**src/dahr_pkg.sv**
```systemverilog
package dahr_pkg;

  localparam int CLK_PERIOD_NS = 100;

  // Row address hold after the bank row strobe falls, per automatic mode.
  localparam int ROW_HOLD_NS_HIDDEN = 30;
  localparam int ROW_HOLD_NS_FAST   = 20;
  localparam int ROW_HOLD_CYC_HIDDEN =
    ((ROW_HOLD_NS_HIDDEN + CLK_PERIOD_NS - 1) / CLK_PERIOD_NS) < 1 ? 1 :
    ((ROW_HOLD_NS_HIDDEN + CLK_PERIOD_NS - 1) / CLK_PERIOD_NS);
  localparam int ROW_HOLD_CYC_FAST =
    ((ROW_HOLD_NS_FAST + CLK_PERIOD_NS - 1) / CLK_PERIOD_NS) < 1 ? 1 :
    ((ROW_HOLD_NS_FAST + CLK_PERIOD_NS - 1) / CLK_PERIOD_NS);

  // Write request lead before the column strobe, kept by the host.
  localparam int WRITE_LEAD_NS = 30;

  localparam int ADDR_W = 9;

  // Mode pin encodings, most significant pin first.
  localparam logic [2:0] MODE_FORCED_REFRESH = 3'h1;
  localparam logic [2:0] MODE_HIDDEN_AUTO    = 3'h5;
  localparam logic [2:0] MODE_FAST_AUTO      = 3'h6;
  localparam logic [2:0] MODE_SET_EOC        = 3'h7;

  localparam logic [8:0] EOC_127 = 9'h07F;
  localparam logic [8:0] EOC_255 = 9'h0FF;
  localparam logic [8:0] EOC_511 = 9'h1FF;
  localparam logic [1:0] EOC_SEL_RESET = 2'h3;

  typedef enum logic [1:0] {
    DAHR_IDLE,
    DAHR_ROW,
    DAHR_COL,
    DAHR_CAS
  } dahr_state_e;

endpackage

```
**src/dahr_ctrl.sv**
```systemverilog
// Functional notes
// RQ1: Hidden-refresh auto mode derives bank strobe, row/column switch, column strobe from row strobe.
// RQ2: Row address held at least 30 ns after bank strobe falls, then column, then strobe.
// RQ3: Bank strobe follows row strobe input about one cycle later with row address valid.
// RQ4: Host lowers write request at least 30 ns before column strobe falls.
// RQ5: Hidden mode uses row/column pin as refresh clock, column strobe pin as generator clock.
// RQ6: Rising refresh period clock sets the internal refresh request flag.
// RQ7: Host keeps refresh period clock period below 16 us.
// RQ8: Refresh clock high, request pending, chip deselected: counter out, all banks follow strobe.
// RQ9: Hidden refresh clears request, blocks until next rising edge, completes past falling edge.
// RQ10: Request still set at refresh clock fall drives refresh flag pin low.
// RQ11: Forced refresh runs only after host drops refresh control, then clears request.
// RQ12: Chip select high again after hidden refresh deselects: controls high, address floats.
// RQ13: Host keeps row strobe high for the gap after lowering chip select.
// RQ14: Latched bank select bits zero to three enable bank strobes zero to three.
// RQ15: Fast auto mode works like hidden mode with a 20 ns row hold.
// RQ16: Fast mode ignores refresh clock; low column strobe input extends the column strobe.
// RQ17: Host keeps column strobe input high when no extended strobe is wanted.
// RQ18: Fast mode has no refresh request flag.
// RQ19: Set-count mode latches bank bits: equal 127, 01 gives 255, 10 gives 511.
// RQ20: Terminal count resets to 127.
// RQ21: Refresh flag pin goes low whenever counter equals the terminal count.
// RQ22: Mode is the three mode pins as binary; top pin is active-low refresh control.
`timescale 1ns/1ps
`default_nettype none
module dahr_ctrl
  import dahr_pkg::*;
#(
  parameter int AW = ADDR_W
) (
  input  wire logic          clock_in,
  input  wire logic          srst_in,
  input  wire logic [2:0]    mode_in,
  input  wire logic [AW-1:0] row_addr_in,
  input  wire logic [AW-1:0] col_addr_in,
  input  wire logic          bank_sel_hi_in,
  input  wire logic          bank_sel_lo_in,
  input  wire logic          address_latch_strobe_in,
  input  wire logic          chip_select_n_in,
  input  wire logic          row_strobe_in,
  input  wire logic          col_strobe_in,
  input  wire logic          write_request_in,
  input  wire logic          refresh_period_clock_in,
  output logic [AW-1:0]      mux_address_out,
  output logic               mux_address_oe_out,
  output logic [3:0]         bank_row_strobe_n_out,
  output logic               col_strobe_n_out,
  output logic               write_strobe_n_out,
  output logic               ctrl_oe_out,
  output logic               refresh_flag_pin_out,
  output logic               refresh_flag_pin_oe_out
);

  logic [AW-1:0] row_latch;
  logic [AW-1:0] col_latch;
  logic [1:0]    bank_latch;
  logic [1:0]    eoc_sel;
  logic [AW-1:0] refresh_count;
  logic [AW-1:0] eoc_value;
  logic          refresh_request;
  logic          refresh_period_clock_prev;
  logic          strobe_prev;
  logic          hidden_active;
  logic          forced_active;
  logic          hidden_done;
  logic          deselected;
  logic          force_ask;
  dahr_state_e   state;
  logic [3:0]    hold_cnt;
  logic [3:0]    hold_need;

  logic mode_hidden;
  logic mode_fast;
  logic mode_eoc;
  logic mode_forced;
  logic refresh_ctrl_n;
  logic refresh_period_clock_rise;
  logic refresh_period_clock_fall;
  logic strobe_low;
  logic hidden_start;
  logic forced_start;
  logic refresh_end;

  always_comb begin
    refresh_ctrl_n = mode_in[2]; // see RQ22
    mode_hidden    = (mode_in == MODE_HIDDEN_AUTO); // see RQ22
    mode_fast      = (mode_in == MODE_FAST_AUTO);
    mode_eoc       = (mode_in == MODE_SET_EOC);
    mode_forced    = (mode_in == MODE_FORCED_REFRESH) && !refresh_ctrl_n;
    refresh_period_clock_rise      = mode_hidden && refresh_period_clock_in && !refresh_period_clock_prev; // see RQ5
    refresh_period_clock_fall      = mode_hidden && !refresh_period_clock_in && refresh_period_clock_prev;
    strobe_low     = !row_strobe_in;
    // Chip deselected while the refresh clock is high and a request is pending turns a foreign strobe into a refresh.
    hidden_start   = mode_hidden && refresh_period_clock_in && refresh_request && chip_select_n_in &&
                     strobe_low && strobe_prev && !hidden_active; // see RQ8
    forced_start   = mode_forced && refresh_request && !forced_active && !hidden_active; // see RQ11
    refresh_end    = (hidden_active || forced_active) && !strobe_low && !strobe_prev;
    hold_need      = mode_fast ? 4'(ROW_HOLD_CYC_FAST) : 4'(ROW_HOLD_CYC_HIDDEN); // see RQ15
    unique case (eoc_sel) // see RQ19
      2'h1:    eoc_value = EOC_255;
      2'h2:    eoc_value = EOC_511;
      default: eoc_value = EOC_127;
    endcase
  end

  always_ff @(posedge clock_in) begin
    if (srst_in) begin
      refresh_period_clock_prev   <= 1'b0;
      strobe_prev <= 1'b0;
    end else begin
      refresh_period_clock_prev   <= refresh_period_clock_in;
      strobe_prev <= strobe_low;
    end
  end

  // Address and bank latches are transparent while the strobe is high, except in set-count mode, and hold on its fall.
  always_ff @(posedge clock_in) begin
    if (srst_in) begin
      row_latch  <= '0;
      col_latch  <= '0;
      bank_latch <= 2'h0;
    end else if (address_latch_strobe_in && !mode_eoc) begin
      row_latch  <= row_addr_in;
      col_latch  <= col_addr_in;
      bank_latch <= {bank_sel_hi_in, bank_sel_lo_in}; // see RQ14
    end
  end

  always_ff @(posedge clock_in) begin
    if (srst_in) begin
      eoc_sel <= EOC_SEL_RESET; // see RQ20
    end else if (mode_eoc && address_latch_strobe_in) begin
      eoc_sel <= {bank_sel_hi_in, bank_sel_lo_in}; // see RQ19
    end
  end

  // Set wins over the clear: a rising edge in the clearing cycle still requests.
  always_ff @(posedge clock_in) begin
    if (srst_in) begin
      refresh_request <= 1'b0;
    end else if (mode_fast) begin
      refresh_request <= 1'b0; // see RQ18
    end else if (refresh_period_clock_rise) begin
      refresh_request <= 1'b1; // see RQ6
    end else if (hidden_start || forced_start) begin
      refresh_request <= 1'b0; // see RQ9 RQ11
    end
  end

  always_ff @(posedge clock_in) begin
    if (srst_in) begin
      force_ask <= 1'b0;
    end else if (refresh_period_clock_fall && refresh_request && !hidden_start) begin
      force_ask <= 1'b1; // see RQ10
    end else if (forced_start || refresh_period_clock_rise || mode_fast) begin
      force_ask <= 1'b0;
    end
  end

  // A hidden refresh ends only with the strobe, never with the refresh clock; a forced one also ends when refresh control goes high.
  always_ff @(posedge clock_in) begin
    if (srst_in) begin
      hidden_active <= 1'b0;
      forced_active <= 1'b0;
    end else begin
      if (hidden_start) begin
        hidden_active <= 1'b1;
      end else if (refresh_end) begin
        hidden_active <= 1'b0; // see RQ9
      end
      if (forced_start) begin
        forced_active <= 1'b1;
      end else if (forced_active && (refresh_end || refresh_ctrl_n)) begin
        forced_active <= 1'b0;
      end
    end
  end

  always_ff @(posedge clock_in) begin
    if (srst_in) begin
      refresh_count <= '0;
    end else if ((hidden_active || forced_active) && refresh_end) begin
      refresh_count <= (refresh_count == eoc_value) ? '0 : refresh_count + 1'b1;
    end
  end

  always_ff @(posedge clock_in) begin
    if (srst_in) begin
      hidden_done <= 1'b0;
      deselected  <= 1'b0;
    end else begin
      if (hidden_start) begin
        hidden_done <= 1'b1;
      end else if (refresh_period_clock_fall || !mode_hidden) begin
        hidden_done <= 1'b0;
      end
      if (!chip_select_n_in || !mode_hidden) begin
        deselected <= 1'b0;
      end else if (hidden_done && !hidden_active && !hidden_start && strobe_low == 1'b0 &&
                   refresh_period_clock_in) begin
        deselected <= 1'b1; // see RQ12
      end
    end
  end

  // Access sequence: row address, bank strobe, row hold, column address, then column strobe.
  always_ff @(posedge clock_in) begin
    if (srst_in) begin
      state    <= DAHR_IDLE;
      hold_cnt <= 4'h0;
    end else begin
      unique case (state)
        DAHR_IDLE: begin
          if ((mode_hidden || mode_fast) && strobe_low && !chip_select_n_in && !hidden_active) begin
            state    <= DAHR_ROW; // see RQ1 RQ3
            hold_cnt <= 4'h0;
          end
        end
        DAHR_ROW: begin
          if (!strobe_low) begin
            state <= DAHR_IDLE;
          end else if (hold_cnt + 4'h1 >= hold_need) begin
            state <= DAHR_COL; // see RQ2 RQ15
          end else begin
            hold_cnt <= hold_cnt + 4'h1;
          end
        end
        DAHR_COL: begin
          state <= strobe_low ? DAHR_CAS : DAHR_IDLE; // see RQ2
        end
        DAHR_CAS: begin
          // Fast mode may stretch the column strobe past the bank strobe.
          if (!strobe_low && !(mode_fast && !col_strobe_in)) begin
            state <= DAHR_IDLE; // see RQ16
          end
        end
      endcase
    end
  end

  always_ff @(posedge clock_in) begin
    if (srst_in) begin
      bank_row_strobe_n_out <= 4'hF;
      col_strobe_n_out      <= 1'b1;
      write_strobe_n_out    <= 1'b1;
      mux_address_out       <= '0;
      mux_address_oe_out    <= 1'b0;
      ctrl_oe_out           <= 1'b0;
    end else begin
      write_strobe_n_out <= write_request_in;
      ctrl_oe_out        <= !deselected;
      mux_address_oe_out <= !deselected; // see RQ12
      if (hidden_active || forced_active || hidden_start || forced_start) begin
        mux_address_out       <= refresh_count; // see RQ8
        bank_row_strobe_n_out <= {4{!(strobe_low || forced_active || forced_start)}}; // see RQ8 RQ11
        col_strobe_n_out      <= 1'b1;
      end else if (deselected) begin
        bank_row_strobe_n_out <= 4'hF;
        col_strobe_n_out      <= 1'b1;
      end else begin
        mux_address_out <= (state == DAHR_COL || state == DAHR_CAS) ? col_latch : row_latch;
        for (int b = 0; b < 4; b++) begin
          bank_row_strobe_n_out[b] <= !((state == DAHR_ROW || state == DAHR_COL ||
                                        (state == DAHR_CAS && strobe_low)) && bank_latch == 2'(b)); // see RQ14
        end
        col_strobe_n_out <= !(state == DAHR_CAS); // see RQ2
      end
    end
  end

  // Open-drain flag pin: low for a forced request or the terminal count.
  always_ff @(posedge clock_in) begin
    if (srst_in) begin
      refresh_flag_pin_out    <= 1'b0;
      refresh_flag_pin_oe_out <= 1'b0;
    end else begin
      refresh_flag_pin_out    <= 1'b0;
      refresh_flag_pin_oe_out <= force_ask || (refresh_count == eoc_value); // see RQ10 RQ21
    end
  end

endmodule
`default_nettype wire

```
**config.mk**
```make
export PLATFORM = sky130hd
export DESIGN_NAME = dahr_ctrl
export DESIGN_NICKNAME = d
export VERILOG_FILES = /design/src/dahr_pkg.sv /design/src/dahr_ctrl.sv
export SDC_FILE = /design/constraint.sdc
export NUM_CORES = 1
export LEC_CHECK = 0
export ABC_AREA = 0
export BUFFER_PORTS_ARGS = -buffer_cell sky130_fd_sc_hd__buf_2
export CAP_MARGIN = 10
export CORE_MARGIN = 2
export CORE_UTILIZATION = 55
export CTS_BUF_LIST = sky130_fd_sc_hd__clkbuf_4 sky130_fd_sc_hd__clkbuf_8
export DETAILED_ROUTE_END_ITERATION = 8
export PLACE_DENSITY = 0.89
export SYNTH_ARGS = -nofsm -noshare
export SYNTH_HDL_FRONTEND = slang
export SYNTH_SLANG_ARGS = --single-unit
```
**constraint.sdc**
```tcl
create_clock -name clock_in -period 3 [get_ports clock_in]
set_clock_uncertainty 0.1 [all_clocks]
set_input_delay 0.15 -clock clock_in [delete_from_list [all_inputs] [get_ports clock_in]]
set_output_delay 0.15 -clock clock_in [all_outputs]
set_load 0.02 [all_outputs]
```
==> run metrics <==
maximum vdd drop=0.000309 V; Die Ht=77.4 um; worst-margin pin slew=0.722 ns; distinct cell type count after synthesis=45; Placer Congestion=0.854; CP Capture Type=register; Tcrit/Tclk final=74.9%; number of diodes=0; Clock Power Share=41.0%; RSZ-0062 raised after global routing=no; Worst Path Required=3.18 ns; CTS Buffer Depth=2; Hold Crit Start=row_strobe_in; FMAX=0.445 GHz; Syn Nets=388; GRT overflow=0; synth top area cells=dfxtp_1, nand2_1, a21oi_1; commonest non-fill, non-tap cell in the layout=dfxtp_1; pwr/cell area=510 nW/um^2; fin area=3620 sq um; routed wire length=7200 um; WHS=0.0184 ns; RR Startpoint=hold_cnt[0]; Die X=77.4 um; Synth Instances=349; CTS tree=built; Reg power frac=47.2%; Mean Syn Cell Area=8.48 sq um; reg2reg path depth=6; first-iteration detailed-routing DRC count=259; number of global-route vias before repair=2546; row cnt=26; r2r endpoint=hold_cnt[0]; Post-synth top flop=dfxtp_1; DP Area=3190 sq um; initial core utilization=57.6%; Final Hold Viols=0; Crit Path Max Fanout=10; Crit Path Class=register to register; Critical Path AT=2.42 ns; sequential area share after synthesis=41.9%; DRT antenna net count=0; Async SR Flop Fraction=0%; P_leak=1.45 nW; R2R setup slack=0.75 ns; Finish-stage setup viols=0; number of I/O port buffers=48; most frequent cells in the layout=dfxtp_1, nand2_1, buf_2; Comb pwr share=11.8%; largest net degree at the start of global routing=39; Root Driver=clkbuf_8; share of cells above drive strength 1=20.1%; startpoint type of the worst setup path=register; Ports=50; H-tree depth=3; NumNets Final=447; hold path cells=2; initial antenna violation count=0; post-CTS sizing=0; Core ar.=5140 sq um; Final min period=2.25 ns; HPWL after detailed placement=4450 um; yosys warns=0; flops & latches, synth=62; final core utilization=70.4%; total negative slack=0 ns; Hold Crit Class=primary input to register; DR WL/cell=14.9 um; GRT Util Overall=25.6%; Vias/cell=5.62; Sw Share=25.2%; Mapped Area=2960 sq um; DRC Markers=0; Synth top area share=41.9%; status=complete, no violations; later-pin clock latency in the skew report=0.35 ns; total number of vias=2716; Worst path slowest cell=or4b_4; leading area contributor after synthesis=dfxtp_1; first-pass GRT wire length=12100 um; cts hold-fix bufs=23; Max Cap Viol=0; CTS Buf Count=9; net switching power=0.466 mW; delay of the slowest critical-path stage=0.56 ns; TritonRoute pass-1 iters=4; Layout area overhead=22.3%; die area=5980 sq um; final slew viol count=0; Pint=1.38 mW; Num Clock Sinks=62; postcts setup bufs=0; Power, Total=1.85 mW; CP Cell Sequence=inv_1, ha_1, and4bb_2, o211ai_1, or4b_4, a41oi_2; Hold Crit Endpoint=strobe_prev; EDFF count, synth=0; clk slew on worst S/H paths=0.06 ns; Max-slew headroom=51.4%
==> cell type report <==
cell class / instances / area [sq um]
clock inverter: 4 / 45.0
timing repair buffer: 71 / 470
tap: 70 / 87.6
inverter: 11 / 41.3
multi-input combinational: 253 / 1580
sequential: 62 / 1240
fill: 390 / 1520
clock buffer: 12 / 159
==> kinds of logic (layout without fill, tap and decap cells) <==
| logic type | after synthesis | after routing | synth area share [%] |
|---|---|---|---|
| buf+inv | 34 | 98 | 4.82 |
| flops | 62 | 62 | 41.9 |
| xor+xnor | 9 | 9 | 2.66 |
| mux | 2 | 2 | 0.677 |
| other cells | 1 | 1 | 0.127 |
| fa+ha+maj | 8 | 8 | 3.38 |
| simple gates | 152 | 152 | 27.9 |
| compound gates | 81 | 81 | 18.5 |
==> how the worst max path moves through the flow <==
| stage | start | endpoint | slack [ns] | cells past startpoint |
|---|---|---|---|---|
| after global placement | hold_cnt[0] | hold_cnt[0] | 0.96 | 6 |
| after detailed placement | hold_cnt[0] | hold_cnt[0] | 0.79 | 6 |
| final | hold_cnt[0] | hold_cnt[0] | 0.75 | 6 |
| after floorplan | hold_cnt[0] | hold_cnt[0] | 0.91 | 7 |
| after CTS | hold_cnt[0] | hold_cnt[0] | 0.77 | 6 |
| after global routing | hold_cnt[0] | hold_cnt[0] | 0.62 | 6 |
==> sequential cells by signal (all words and copies together), names as in the netlist, 2 cells and up <==
signal,count
mux_address_out,9
state,2
col_latch,9
row_latch,9
hold_cnt,4
bank_row_strobe_n_out,4
bank_latch,2
eoc_sel,2
refresh_count,9
==> per-layer routing <==
metal	GRT usage (%)	wire (um)	part of all wire, %
met5	0	0	0
met4	14.3	191	2.7
met3	5.35	499	6.9
met2	40.3	3400	47
met1	32.7	3110	43
==> synth_stat cells, types with 2 or more instances <==
| master | number |
|---|---|
| dfxtp_1 | 62 |
| nand2_1 | 52 |
| a21oi_1 | 30 |
| clkbuf_1 | 19 |
| nor3_1 | 15 |
| nand2b_1 | 13 |
| nor2_1 | 13 |
| inv_1 | 11 |
| nor3b_1 | 11 |
| o21a_1 | 11 |
| nand3_1 | 10 |
| a31o_2 | 9 |
| o21ai_0 | 9 |
| o311ai_0 | 9 |
| ha_1 | 8 |
| a31oi_1 | 6 |
| or3_1 | 5 |
| xnor2_1 | 5 |
| nand4_1 | 4 |
| nor2b_1 | 4 |
| xor2_1 | 4 |
| and2_1 | 3 |
| and3b_1 | 3 |
| nand3b_1 | 3 |
| or2_2 | 3 |
| and3_1 | 2 |
| and4_1 | 2 |
| and4bb_2 | 2 |
| buf_4 | 2 |
| mux2i_1 | 2 |
| o211ai_1 | 2 |
| or4b_4 | 2 |
==> power groups by stage <==
stage	Sequential [mW]	Clock, mW	Combinational (mW)
detailed placement	0.888	0	0.188
global placement	0.887	0	0.183
CTS	0.870	0.760	0.214
global route	0.873	0.803	0.241
floorplan	0.894	0	0.124
finish	0.871	0.758	0.218
==> worst max-delay path: cells and delay by family, from the launching register on <==
family	cells	cell delay [ns]
simple gates	2	0.86
flops	1	0.50
compound gates	2	0.43
fa+ha+maj	1	0.21
buf+inv	1	0.08
==> per-stage QoR <==
stage / worst slack, ns / cells
after detailed placement: 0.793 / 444
after global routing: 0.624 / 483
after global placement: 0.957 / 444
final: 0.754 / 483
after floorplan: 0.909 / 349
after CTS: 0.771 / 483
Note: power is estimated with default switching activity, not from simulation.
